<file path="config.mk">
export PLATFORM = sky130hd
export DESIGN_NAME = dual_card_i2c_port
export DESIGN_NICKNAME = d
export VERILOG_FILES = /design/src/pkg/cardport_pkg.sv /design/src/logic/card_status.sv /design/src/logic/dual_card_i2c_port.sv /design/src/logic/pin_sync.sv
export VERILOG_INCLUDE_DIRS = /design/src /design/src/pkg
export SDC_FILE = /design/constraint.sdc
export NUM_CORES = 1
export LEC_CHECK = 0
export BUFFER_PORTS_ARGS = -buffer_cell sky130_fd_sc_hd__buf_4
export CAP_MARGIN = 15
export CORE_ASPECT_RATIO = 0.6
export CORE_MARGIN = 5
export CORE_UTILIZATION = 41
export CTS_CLUSTER_SIZE = 8
export DETAILED_ROUTE_END_ITERATION = 8
export HOLD_SLACK_MARGIN = 0.1
export SYNTH_ARGS = -nofsm -noshare
export SYNTH_HDL_FRONTEND = slang
export SYNTH_SLANG_ARGS = --single-unit
</file>
<file path="constraint.sdc">
create_clock -name clock -period 3.8 [get_ports clock]
set_input_delay 0.95 -clock clock [delete_from_list [all_inputs] [get_ports clock]]
set_output_delay 0.95 -clock clock [all_outputs]
set_load 0.1 [all_outputs]
</file>
<file path="src/pkg/cardport_map.svh">
// Purpose: Constants of the dual card two-wire control port
// Assumes: Included by the package and by the card_status and port modules
// Notes: Bit positions, address pattern, reset values and bus rates
`ifndef CARDPORT_MAP_SVH
`define CARDPORT_MAP_SVH

// Clock and bus rates
`define CP_CLOCK_HZ 25000000
`define CP_SCL_STD_HZ 100000
`define CP_SCL_FAST_HZ 400000
`define CP_SCL_FAST_PERIOD_CYC (`CP_CLOCK_HZ / `CP_SCL_FAST_HZ)

// Address byte layout
`define CP_ADDR_PATTERN 4'h4
`define CP_ADDR_PAT_HI 7
`define CP_ADDR_PAT_LO 4
`define CP_ADDR_CARD_BIT 3
`define CP_ADDR_STRAP_HIGH_BIT 2
`define CP_ADDR_STRAP_LOW_BIT 1
`define CP_ADDR_RW_BIT 0

// Byte framing
`define CP_BITS_PER_BYTE 4'h8
`define CP_MSB 7

// Status byte bit positions
`define CP_ST_PRESENT 0
`define CP_ST_PRES_CHANGE 1
`define CP_ST_IO_LEVEL 2
`define CP_ST_SUPPLY_FAULT 3
`define CP_ST_OVERLOAD 4
`define CP_ST_MUTE 5
`define CP_ST_EARLY 6
`define CP_ST_ACTIVE 7

// Reset values
`define CP_CTRL_RESET 8'h00
`define CP_STATUS_RESET 8'h00

`endif

</file>
<file path="src/pkg/cardport_pkg.sv">
// Purpose: Types of the dual card two-wire control port
// Assumes: cardport_map.svh holds the numbers
// Notes: Card inputs come from same-clock sequencer logic
`default_nettype none
package cardport_pkg;
`include "cardport_map.svh"

   // Per-card inputs from the sequencers and card contacts
   typedef struct packed
   {
      logic present;
      logic io_level;
      logic active;
      logic mute_evt;
      logic early_evt;
      logic overload_evt;
   } card_in_s;

   // Per-card control byte towards the sequencers
   typedef struct packed
   {
      logic [7:0] control;
      logic load;
   } ctrl_out_s;

   typedef enum logic [2:0]
   {
      ST_IDLE,
      ST_ADDR,
      ST_ADDR_ACK,
      ST_WR_DATA,
      ST_WR_ACK,
      ST_RD_DATA,
      ST_RD_ACK,
      ST_IGNORE
   } i2c_state_e;

   // State of one card status block
   typedef struct packed
   {
      logic pres_prev;
      logic presence_change_flag;
      logic supply_fault_flag;
      logic overload_flag;
      logic mute_flag;
      logic early_flag;
      logic [7:0] status;
      logic irq_req;
   } card_state_s;

   // State of the port
   typedef struct packed
   {
      i2c_state_e state;
      logic [7:0] shift;
      logic [3:0] cnt;
      logic card_sel;
      logic ack_seen;
      logic scl_prev;
      logic sda_prev;
      logic sda_out;
      logic sda_oe_n;
      logic irq_out;
      logic irq_oe_n;
      logic released;
      logic emergency;
      logic [1:0] read_done;
      ctrl_out_s [1:0] ctrl;
   } port_state_s;

endpackage
`default_nettype wire

</file>
<file path="src/logic/card_status.sv">
// Purpose: Status flags and status byte of one card
// Assumes: Card inputs are on the same clock
// Notes: A set in the cycle of a read clear wins
`timescale 1ns/10ps
`default_nettype none
`include "cardport_map.svh"
module card_status
(
   input wire logic clock,
   input wire logic resetn,
   input wire logic clk_en,
   input wire logic init,
   input wire logic read_done,
   input wire cardport_pkg::card_in_s card_in,
   output logic [7:0] status,
   output logic irq_req
);
   import cardport_pkg::*;

   card_state_s st_r;
   card_state_s st_nxt;
   logic pres_edge;

   always_comb
   begin
      st_nxt = st_r;
      pres_edge = card_in.present ^ st_r.pres_prev;
      st_nxt.pres_prev = card_in.present;
      if (read_done)
      begin
         // Read clears the sticky flags
         st_nxt.presence_change_flag = 1'b0;
         st_nxt.supply_fault_flag = 1'b0;
         st_nxt.overload_flag = 1'b0;
         st_nxt.mute_flag = 1'b0;
         st_nxt.early_flag = 1'b0;
      end
      if (pres_edge)
         st_nxt.presence_change_flag = 1'b1;
      if (card_in.overload_evt)
         st_nxt.overload_flag = 1'b1;
      if (card_in.mute_evt)
         st_nxt.mute_flag = 1'b1;
      if (card_in.early_evt)
         st_nxt.early_flag = 1'b1;
      if (init)
      begin
         // Supervisor active: defaults, fault flag set
         st_nxt.presence_change_flag = 1'b0;
         st_nxt.overload_flag = 1'b0;
         st_nxt.mute_flag = 1'b0;
         st_nxt.early_flag = 1'b0;
         st_nxt.supply_fault_flag = 1'b1;
      end
      st_nxt.status = `CP_STATUS_RESET;
      st_nxt.status[`CP_ST_PRESENT] = card_in.present;
      st_nxt.status[`CP_ST_PRES_CHANGE] = st_nxt.presence_change_flag;
      st_nxt.status[`CP_ST_IO_LEVEL] = card_in.io_level;
      st_nxt.status[`CP_ST_SUPPLY_FAULT] = st_nxt.supply_fault_flag;
      st_nxt.status[`CP_ST_OVERLOAD] = st_nxt.overload_flag;
      st_nxt.status[`CP_ST_MUTE] = st_nxt.mute_flag;
      st_nxt.status[`CP_ST_EARLY] = st_nxt.early_flag;
      st_nxt.status[`CP_ST_ACTIVE] = card_in.active;
      // Interrupt request from the four event flags
      st_nxt.irq_req = st_nxt.presence_change_flag | st_nxt.mute_flag
         | st_nxt.early_flag | st_nxt.overload_flag;
   end

   always_ff @(posedge clock or negedge resetn)
   begin
      if (!resetn)
      begin
         st_r <= '0;
         st_r.supply_fault_flag <= 1'b1;
      end
      else if (clk_en)
         st_r <= st_nxt;
   end

   assign status = st_r.status;
   assign irq_req = st_r.irq_req;
endmodule
`default_nettype wire

</file>
<file path="src/logic/dual_card_i2c_port.sv">
// Purpose: Two-wire slave control port of a dual card interface
// Assumes: SCL, SDA, IRQ, straps, supervisor and drop-out are pins
// Notes: No clock stretching; SCL is sampled, not used as a clock
//
// Behaviour
// Supervisor active holds the interrupt line low and sets supply fault.
// Supervisor counts as released once the interrupt line reads high again.
// Supervisor active returns all internal state to defaults.
// Supply drop-out forces immediate emergency deactivation of card contacts.
// Slave works at both 100 kHz and 400 kHz bus rates.
// Master starts transfers only on an idle bus.
// SDA stable while SCL high; changes then are bus conditions.
// SDA falling with SCL high is START and restarts address reception.
// SDA rising with SCL high is STOP, ends transfer, frees bus.
// Master frames each transfer with START and STOP, one pulse per bit.
// Bytes of eight bits, each followed by a ninth acknowledge bit.
// Addressed slave receiver acknowledges every byte by pulling SDA low.
// Master receiver acknowledges every byte except the last.
// Acknowledger holds SDA low through the whole acknowledge high phase.
// On a missing master acknowledge the slave releases SDA high.
// Read keeps returning bytes while the master acknowledges.
// Two addresses, bit 3 selects card; 40H/48H with straps low.
// Bits 7..4 are 0100; bits 2 and 1 follow the straps.
// Address bit 0 one means read, zero means write.
// Write is address, acknowledge, control byte, acknowledge, STOP.
// Read returns the selected card status byte right after address.
// Interrupt low while any event flag set, released after status read.
// Supply fault stays set after power-on until status is read.
// Unmatched address gets no acknowledge; bus ignored until next START.
// SCL and SDA are synchronised before edge and condition detection.
`timescale 1ns/10ps
`default_nettype none
`include "cardport_map.svh"
module dual_card_i2c_port
(
   input wire logic clock,
   input wire logic resetn,
   input wire logic clk_en,
   input wire logic scl_in,
   input wire logic sda_in,
   output logic sda_out,
   output logic sda_oe_n,
   input wire logic irq_in,
   output logic irq_out,
   output logic irq_oe_n,
   input wire logic addr_strap_low,
   input wire logic addr_strap_high,
   input wire logic supervisor_active,
   input wire logic supply_dropout,
   input wire cardport_pkg::card_in_s [1:0] card_in,
   output cardport_pkg::ctrl_out_s [1:0] card_ctrl,
   output logic supervisor_released,
   output logic emergency_deact
);
   import cardport_pkg::*;

   port_state_s st_r;
   port_state_s st_nxt;
   logic [6:0] pins_s;
   logic scl_s;
   logic sda_s;
   logic irq_s;
   logic sup_s;
   logic drop_s;
   logic strap_low_s;
   logic strap_high_s;
   logic scl_rise;
   logic scl_fall;
   logic start_cond;
   logic stop_cond;
   logic addr_match;
   logic [1:0] irq_req;
   logic [7:0] status_byte [2];

   // Pin synchronisers, bus lines idle high, supervisor active, irq held low
   pin_sync
   #(
      .W(7),
      .INIT(7'h0b)
   )
   u_sync
   (
      .clock(clock),
      .resetn(resetn),
      .clk_en(clk_en),
      .d({addr_strap_high, addr_strap_low, supply_dropout, supervisor_active,
          irq_in, sda_in, scl_in}),
      .q(pins_s)
   );

   assign scl_s = pins_s[0];
   assign sda_s = pins_s[1];
   assign irq_s = pins_s[2];
   assign sup_s = pins_s[3];
   assign drop_s = pins_s[4];
   assign strap_low_s = pins_s[5];
   assign strap_high_s = pins_s[6];

   // Per-card status blocks
   for (genvar i = 0; i < 2; i++)
   begin : g_card
      card_status u_status
      (
         .clock(clock),
         .resetn(resetn),
         .clk_en(clk_en),
         .init(sup_s),
         .read_done(st_r.read_done[i]),
         .card_in(card_in[i]),
         .status(status_byte[i]),
         .irq_req(irq_req[i])
      );
   end

   // Edges and bus conditions on synchronised lines
   assign scl_rise = scl_s & ~st_r.scl_prev;
   assign scl_fall = ~scl_s & st_r.scl_prev;
   assign start_cond = scl_s & st_r.scl_prev & st_r.sda_prev & ~sda_s;
   assign stop_cond = scl_s & st_r.scl_prev & ~st_r.sda_prev & sda_s;

   // Address compare on the received byte
   assign addr_match = (st_r.shift[`CP_ADDR_PAT_HI:`CP_ADDR_PAT_LO] == `CP_ADDR_PATTERN)
      && (st_r.shift[`CP_ADDR_STRAP_HIGH_BIT] == strap_high_s)
      && (st_r.shift[`CP_ADDR_STRAP_LOW_BIT] == strap_low_s);

   always_comb
   begin
      st_nxt = st_r;
      st_nxt.scl_prev = scl_s;
      st_nxt.sda_prev = sda_s;
      st_nxt.read_done = 2'b00;
      st_nxt.ctrl[0].load = 1'b0;
      st_nxt.ctrl[1].load = 1'b0;
      st_nxt.sda_out = 1'b0;
      st_nxt.irq_out = 1'b0;
      // Emergency deactivation follows the drop-out level directly
      st_nxt.emergency = drop_s;
      // Open-drain interrupt: enable low pulls the line low
      st_nxt.irq_oe_n = ~(sup_s | (|irq_req));

      if (sup_s)
      begin
         // Initialisation: port back to defaults
         st_nxt.state = ST_IDLE;
         st_nxt.shift = 8'h00;
         st_nxt.cnt = 4'h0;
         st_nxt.card_sel = 1'b0;
         st_nxt.ack_seen = 1'b0;
         st_nxt.sda_oe_n = 1'b1;
         st_nxt.released = 1'b0;
         st_nxt.ctrl[0].control = `CP_CTRL_RESET;
         st_nxt.ctrl[1].control = `CP_CTRL_RESET;
      end
      else if (!st_r.released)
      begin
         st_nxt.sda_oe_n = 1'b1;
         if (irq_s)
            st_nxt.released = 1'b1;
      end
      else if (start_cond)
      begin
         // START from any state restarts address reception
         st_nxt.state = ST_ADDR;
         st_nxt.cnt = 4'h0;
         st_nxt.sda_oe_n = 1'b1;
      end
      else if (stop_cond)
      begin
         st_nxt.state = ST_IDLE;
         st_nxt.sda_oe_n = 1'b1;
      end
      else
      begin
         case (st_r.state)
            ST_IDLE:
            begin
               st_nxt.sda_oe_n = 1'b1;
            end

            ST_ADDR:
            begin
               if (scl_rise)
               begin
                  st_nxt.shift = {st_r.shift[6:0], sda_s};
                  st_nxt.cnt = st_r.cnt + 4'h1;
               end
               else if (scl_fall && st_r.cnt == `CP_BITS_PER_BYTE)
               begin
                  if (addr_match)
                  begin
                     st_nxt.state = ST_ADDR_ACK;
                     st_nxt.sda_oe_n = 1'b0;
                     st_nxt.card_sel = st_r.shift[`CP_ADDR_CARD_BIT];
                  end
                  else
                     st_nxt.state = ST_IGNORE;
               end
            end

            ST_ADDR_ACK:
            begin
               if (scl_fall)
               begin
                  st_nxt.cnt = 4'h0;
                  if (st_r.shift[`CP_ADDR_RW_BIT])
                  begin
                     // Read: first status bit goes out on this fall
                     st_nxt.state = ST_RD_DATA;
                     st_nxt.shift = status_byte[st_r.card_sel];
                     st_nxt.sda_oe_n = status_byte[st_r.card_sel][`CP_MSB];
                  end
                  else
                  begin
                     st_nxt.state = ST_WR_DATA;
                     st_nxt.sda_oe_n = 1'b1;
                  end
               end
            end

            ST_WR_DATA:
            begin
               if (scl_rise)
               begin
                  st_nxt.shift = {st_r.shift[6:0], sda_s};
                  st_nxt.cnt = st_r.cnt + 4'h1;
               end
               else if (scl_fall && st_r.cnt == `CP_BITS_PER_BYTE)
               begin
                  // Control byte to the selected card, then acknowledge
                  st_nxt.state = ST_WR_ACK;
                  st_nxt.sda_oe_n = 1'b0;
                  st_nxt.ctrl[st_r.card_sel].control = st_r.shift;
                  st_nxt.ctrl[st_r.card_sel].load = 1'b1;
               end
            end

            ST_WR_ACK:
            begin
               if (scl_fall)
               begin
                  st_nxt.state = ST_WR_DATA;
                  st_nxt.cnt = 4'h0;
                  st_nxt.sda_oe_n = 1'b1;
               end
            end

            ST_RD_DATA:
            begin
               if (scl_rise)
                  st_nxt.cnt = st_r.cnt + 4'h1;
               else if (scl_fall)
               begin
                  if (st_r.cnt == `CP_BITS_PER_BYTE)
                  begin
                     // Byte out: release for master acknowledge
                     st_nxt.state = ST_RD_ACK;
                     st_nxt.sda_oe_n = 1'b1;
                     st_nxt.ack_seen = 1'b0;
                     st_nxt.read_done[st_r.card_sel] = 1'b1;
                  end
                  else
                  begin
                     st_nxt.shift = {st_r.shift[6:0], 1'b0};
                     st_nxt.sda_oe_n = st_r.shift[`CP_MSB-1];
                  end
               end
            end

            ST_RD_ACK:
            begin
               if (scl_rise)
                  st_nxt.ack_seen = ~sda_s;
               else if (scl_fall)
               begin
                  if (st_r.ack_seen)
                  begin
                     // Acknowledged: send the status byte again
                     st_nxt.state = ST_RD_DATA;
                     st_nxt.cnt = 4'h0;
                     st_nxt.shift = status_byte[st_r.card_sel];
                     st_nxt.sda_oe_n = status_byte[st_r.card_sel][`CP_MSB];
                  end
                  else
                  begin
                     st_nxt.state = ST_IGNORE;
                     st_nxt.sda_oe_n = 1'b1;
                  end
               end
            end

            ST_IGNORE:
            begin
               st_nxt.sda_oe_n = 1'b1;
            end

            default:
            begin
               st_nxt.state = ST_IDLE;
               st_nxt.sda_oe_n = 1'b1;
            end
         endcase
      end
   end

   always_ff @(posedge clock or negedge resetn)
   begin
      if (!resetn)
      begin
         st_r <= '0;
         st_r.state <= ST_IDLE;
         st_r.scl_prev <= 1'b1;
         st_r.sda_prev <= 1'b1;
         st_r.sda_oe_n <= 1'b1;
         st_r.irq_oe_n <= 1'b0;
      end
      else if (clk_en)
         st_r <= st_nxt;
   end

   assign sda_out = st_r.sda_out;
   assign sda_oe_n = st_r.sda_oe_n;
   assign irq_out = st_r.irq_out;
   assign irq_oe_n = st_r.irq_oe_n;
   assign card_ctrl = st_r.ctrl;
   assign supervisor_released = st_r.released;
   assign emergency_deact = st_r.emergency;
endmodule
`default_nettype wire

</file>
<file path="src/logic/pin_sync.sv">
// Purpose: Two flip-flop synchroniser for pin inputs
// Assumes: Inputs are asynchronous to clock
// Notes: First stage feeds only the second stage
`timescale 1ns/10ps
`default_nettype none
module pin_sync
#(
   parameter int W = 1,
   parameter logic [W-1:0] INIT = '0
)
(
   input wire logic clock,
   input wire logic resetn,
   input wire logic clk_en,
   input wire logic [W-1:0] d,
   output logic [W-1:0] q
);
   logic [W-1:0] meta_r;

   always_ff @(posedge clock or negedge resetn)
   begin
      if (!resetn)
      begin
         meta_r <= INIT;
         q <= INIT;
      end
      else if (clk_en)
      begin
         meta_r <= d;
         q <= meta_r;
      end
   end
endmodule
`default_nettype wire

</file>
**Word-level counts from Yosys, hierarchy flattened**

Index checks and enable logic that the tools add are counted.

- Add/subtract/negate cells: 1
- $lt $le $gt $ge: 3
- Eq/ne operators: 55
- Mux-type cells: 100
- Bitwise operators: 22
- Reduce and logical (&&, ||, !) cells: 25

Operators with widths:

| cell | count |
|---|---|
| $ne 6x5->1 const B | 11 |
| $mux 8 | 8 |
| $mux 20 | 3 |
| $ne 5x4->1 const B | 11 |
| $mux 18 | 3 |
| $mux 15 | 3 |
| $mux 1 | 41 |
| $bwmux 18 | 2 |
| $mux 17 | 2 |
| $ne 3x2->1 const B | 11 |
| $pmux 8 s4 | 1 |
| $mux 3 | 10 |
| $reduce_and 14->1 | 2 |
| $mux 12 | 2 |
| $ne 4x3->1 const B | 6 |
| $mux 11 | 2 |
| $mux 5 | 4 |
| $pmux 4 s5 | 1 |
| $demux 9 s1 | 2 |
| $pmux 3 s6 | 1 |
| $mux 14 | 1 |
| $mux 2 | 7 |
| $reduce_and 13->1 | 1 |
| $eq 3x3->1 const B | 4 |
| other kinds (35) | 67 |

- Flip-flop bits (word level): 87
- Input bits: 22
- Output and inout bits: 24

**Logic depth before layout (Yosys ltp)**

- Word-level depth: 13
- Mapped depth: 7
- Mapped depth without buffers: 7

**Hierarchy**

A second synthesis with hierarchy kept.

- Cells, all modules: 398
- Area, all modules: 4344.2 um^2

By module, submodules not included:

| module | instances | cells each | area each (um^2) | sequential area each (um^2) |
|---|---|---|---|---|
| dual_card_i2c_port | 1 | 273 | 2806.4 | 1079.8 |
| card_status | 2 | 48 | 505.5 | 251.5 |
| pin_sync | 1 | 29 | 526.8 | 357.8 |

**Worst setup path before layout**

Ideal clock, no wire load.

- Path kind: register -> register
- Start point: register st_r, in the netlist supervisor_released
- End point: register st_r[42] (netlist name)
- Data arrival time: 2.354 ns
- Data required time: 3.675 ns
- Setup slack: 1.322 ns
- Cell stages (with the launch flop): 4
- Buffers on the path: 0
- Period minus slack after synthesis: 2.478 ns
- Cell sequence: dfrtp_1 > o21ai_0 > a311oi_2 > mux2_2

- Cells in the longest elaborated chain, start to end: 2

Ends and longest elaborated chain:

| element | RTL line | RTL |
|---|---|---|
| start, declared | dual_card_i2c_port.sv:57 | `port_state_s st_r;` |
| start signal, assigned | dual_card_i2c_port.sv:317 | `st_r <= st_nxt;` |
| $reduce_bool 2->1 (no source line) | n/a |  |
| $reduce_and 14->1 (no source line) | n/a |  |

Every way passes these cells.
A chain may end at the register's enable or synchronous reset.

**Final worst setup path**

- Start point: register st_r[43] (netlist name)
- End point: register st_r, in the netlist card_ctrl[3]

- Cells in the longest elaborated chain, start to end: 3

Ends and longest elaborated chain:

| element | RTL line | RTL |
|---|---|---|
| $eq 3x2->1 | dual_card_i2c_port.sv:174 | `case (st_r.state)` |
| $reduce_bool 2->1 (no source line) | n/a |  |
| $reduce_and 7->1 (no source line) | n/a |  |

Every way passes these cells.

==> impl_metrics.toml <==
[status]
status = "completed"

[critical_path]
worstPathCellList = "nand2_1, nor4_1, o221ai_1, a22o_1"
critPathArrivalTime_ps = 2720
cp.required_ps = 4030
cp-start-kind = "flop"
crit_path_end_kind = "flop"
critPathMaxStageDelay_ps = 720
reg2reg_depth = 4
slowest_stage = "dfrtp_1"
crit_type = "reg -> reg"
critPathBufInv = 0
cpLargestDelayFamily = "compound AO/OA/AOI/OAI gates"
critical_path_peak_fanout = 19
path_depth = 4

[sta]
period_minus_slack_ps = 2493
finalHoldViolCount = 0
period_share = 0.6560
fin_skew_ps = 6.443
grt_setup_unrepaired = "no"
whs_ps = 467.2
tightestPinTransition_ps = 1102
slew_headroom = 0.2575
finalSetupTns_ps = 0
fmax_mhz = 401.2
finalSetupViolations = 0
slew_viol_final = 0

[layout]
syn_to_final_growth_pct = 14.30
num_antenna_cells = 0
fin_area_um2 = 4679
drive_gt1_frac = 0.2804
fin_nets = 422

[drt]
vias = 3090
drt_iter0_drc = 319
drc = 0
routed_wl_mm = 9.960
wire_per_inst_um = 18.51
first_pass_iters = 5
viasPerCell = 5.743
ant_nets = 0

[floorplanning]
rows = 28
top_level_ports = 46
die_w_um = 139.0
start_util = 0.4173
chipHeight_um = 87.40
die_area_um2 = 12150
coreArea_um2 = 9809

[grt]
grt_pass1_vias = 3029
track_usage = 0.1695
grt_overflow = 0
antenna_found_initial = 0
grt_max_degree = 78
grt_pass1_wl_mm = 16.14

[run]
maxCapViolCount = 0

[worst_hold_path]
hold_class = "reg -> reg"
min_path_cells = 1

[pwr]
power_density_nw_per_um2 = 649.1
seqPwrFrac = 0.408
comb_power_share = 0.300
finalPower_mw = 3.038
p_sw_frac = 0.3880
p_int_mw = 1.859
clkPwrFrac = 0.291
ir_drop_uv = 266.1
p_switching_mw = 1.178
power.leakage_nw = 1.996

[yosys]
ys_seq_area_frac = 0.4740
synth_cell_type_count = 62
syn-cell-area_um2 = 4094
ys_ff_latch = 77
synth_edf_count = 0
synthCells = 380
yosys_warnings = 0
postSynthAreaPerCell_um2 = 10.77
synthFlopType = "dfrtp_1"
ys_async_sr_fraction = 1.000

[clocking]
path_clk_slew_ps = 60
worst_skew_pair.late_latency_ps = 340
ctsResizeCount = 0
cts-hold-fix-buffers = 0
cts_tree = "built"
post_cts_buffers = 0
cts-root-buf = "clkbuf_16"
cts_buffer_depth = 2
htree_levels = 3
cts_buffers = 9
cts.sinks = 77

[placement]
place.gp.congestion = 0.9300
placed_cell_area_um2 = 4370
place_hpwl_mm = 6.913
port_buffers = 43
per-layer routing:
metal,share of wire,track usage,vias to the layer above
met2,0.38,0.2259,138
met4,0.014,0.04618,0
li1,-,-,1431
met5,0,0,-
met1,0.52,0.2499,1507
met3,0.085,0.07021,14
cell usage after synthesis (3+ instances only):
library cell | number | share of area
nor2_1 | 17 | 0.016
o2bb2ai_1 | 10 | 0.021
and3_1 | 4 | 0.0061
a21oi_1 | 19 | 0.023
a22oi_1 | 10 | 0.018
buf_1 | 5 | 0.0046
nand2_1 | 20 | 0.018
mux2_2 | 26 | 0.072
dfrtp_1 | 66 | 0.40
dfstp_2 | 11 | 0.071
nor2b_1 | 7 | 0.011
o22ai_1 | 7 | 0.011
inv_1 | 16 | 0.015
o221ai_1 | 3 | 0.0064
nand3_1 | 6 | 0.0073
nor4_1 | 4 | 0.0061
o21ai_0 | 16 | 0.020
a211oi_1 | 5 | 0.0092
mux2i_1 | 10 | 0.024
buf_2 | 7 | 0.0086
nand2b_1 | 4 | 0.0061
clkbuf_1 | 7 | 0.0064
a22o_1 | 16 | 0.034
nand3b_1 | 6 | 0.011
nor3_1 | 5 | 0.0061
o41ai_1 | 4 | 0.0086
buf_4 | 20 | 0.037
or3_1 | 4 | 0.0061
cell families (layout without fill, tap and decap cells):
kind of cell,Yosys count,count (layout),share of synthesized area
buf+inv,57,79,0.07457
compound gates,117,117,0.2158
flops,77,77,0.4740
other cells,1,2,0.0009160
mux,36,36,0.09597
xor+xnor,5,5,0.01253
simple gates,85,85,0.1201
fa+ha+maj,2,2,0.006111
cell usage in the layout (no fill, tap or decap), drive strengths merged, types with 7 or more instances in the layout:
cell and n:
a21oi 19, a22o 16, a22oi 10, nand2 20, nor2b 7, o22ai 7, inv 17, dfstp 11
o21ai 17, dfrtp 66, mux2i 10, buf 46, o2bb2ai 10, nor2 17, clkbuf 10, mux2 26
final timing paths:
| kind | from | endpoint | slack [ps] |
|---|---|---|---|
| setup / recovery | st_r[43] | card_ctrl[3] | 1310 |
| min in group asynchronous | resetn | u_sync.meta_r[2] | 750 |
| hold reg to reg | g_card[0].u_status.irq_req | irq_oe_n | 470 |
| max in group asynchronous | resetn | card_ctrl[13] | 2400 |
| setup reg to reg | st_r[43] | card_ctrl[3] | 1310 |
| hold / removal | g_card[0].u_status.irq_req | irq_oe_n | 470 |
power by group through the flow:
stage	Clock [mW]	Combinational, mW	Sequential, mW
after global placement	0	0.887	1.24
after detailed placement	0	0.893	1.24
final	0.885	0.913	1.24
after global routing	0.934	0.991	1.27
after CTS	0.906	0.896	1.23
after floorplan	0	0.727	1.15
area by class of cell:
type / count / area [um2]
fill: 964 / 5130
tap: 135 / 168.9
multi-input combinational: 247 / 1852
timing repair buffer: 46 / 345.3
inverter: 17 / 63.81
clock inverter: 6 / 70.07
sequential: 77 / 1941
clock buffer: 10 / 239.0
through the flow:
stage | setup slack (ps) | utilization | cells
2_1_floorplan | 1322 | - | 381
3_3_place_gp | 1148 | 0.4455 | 522
3_5_place_dp | 1093 | 0.4455 | 522
4_1_cts | 1378 | 0.4770 | 538
5_1_grt | 1185 | 0.4770 | 538
6_report | 1307 | 0.4770 | 538
flip-flops by register name (all words and copies together), names as in the netlist, 2 cells and up:
register	flops
st_r	21
card_ctrl	18
g_card.u_status.status	16
u_sync.meta_r	7
u_sync.q	7
g_card.u_status.irq_req	2
g_card.u_status.st_r	2
worst reg2reg max path, stage by stage, from the launching register on:
cell	delay, ps
dfrtp_1	720
nand2_1	420
nor4_1	380
o221ai_1	480
a22o_1	380
Note: power is estimated with default switching activity, not from simulation.
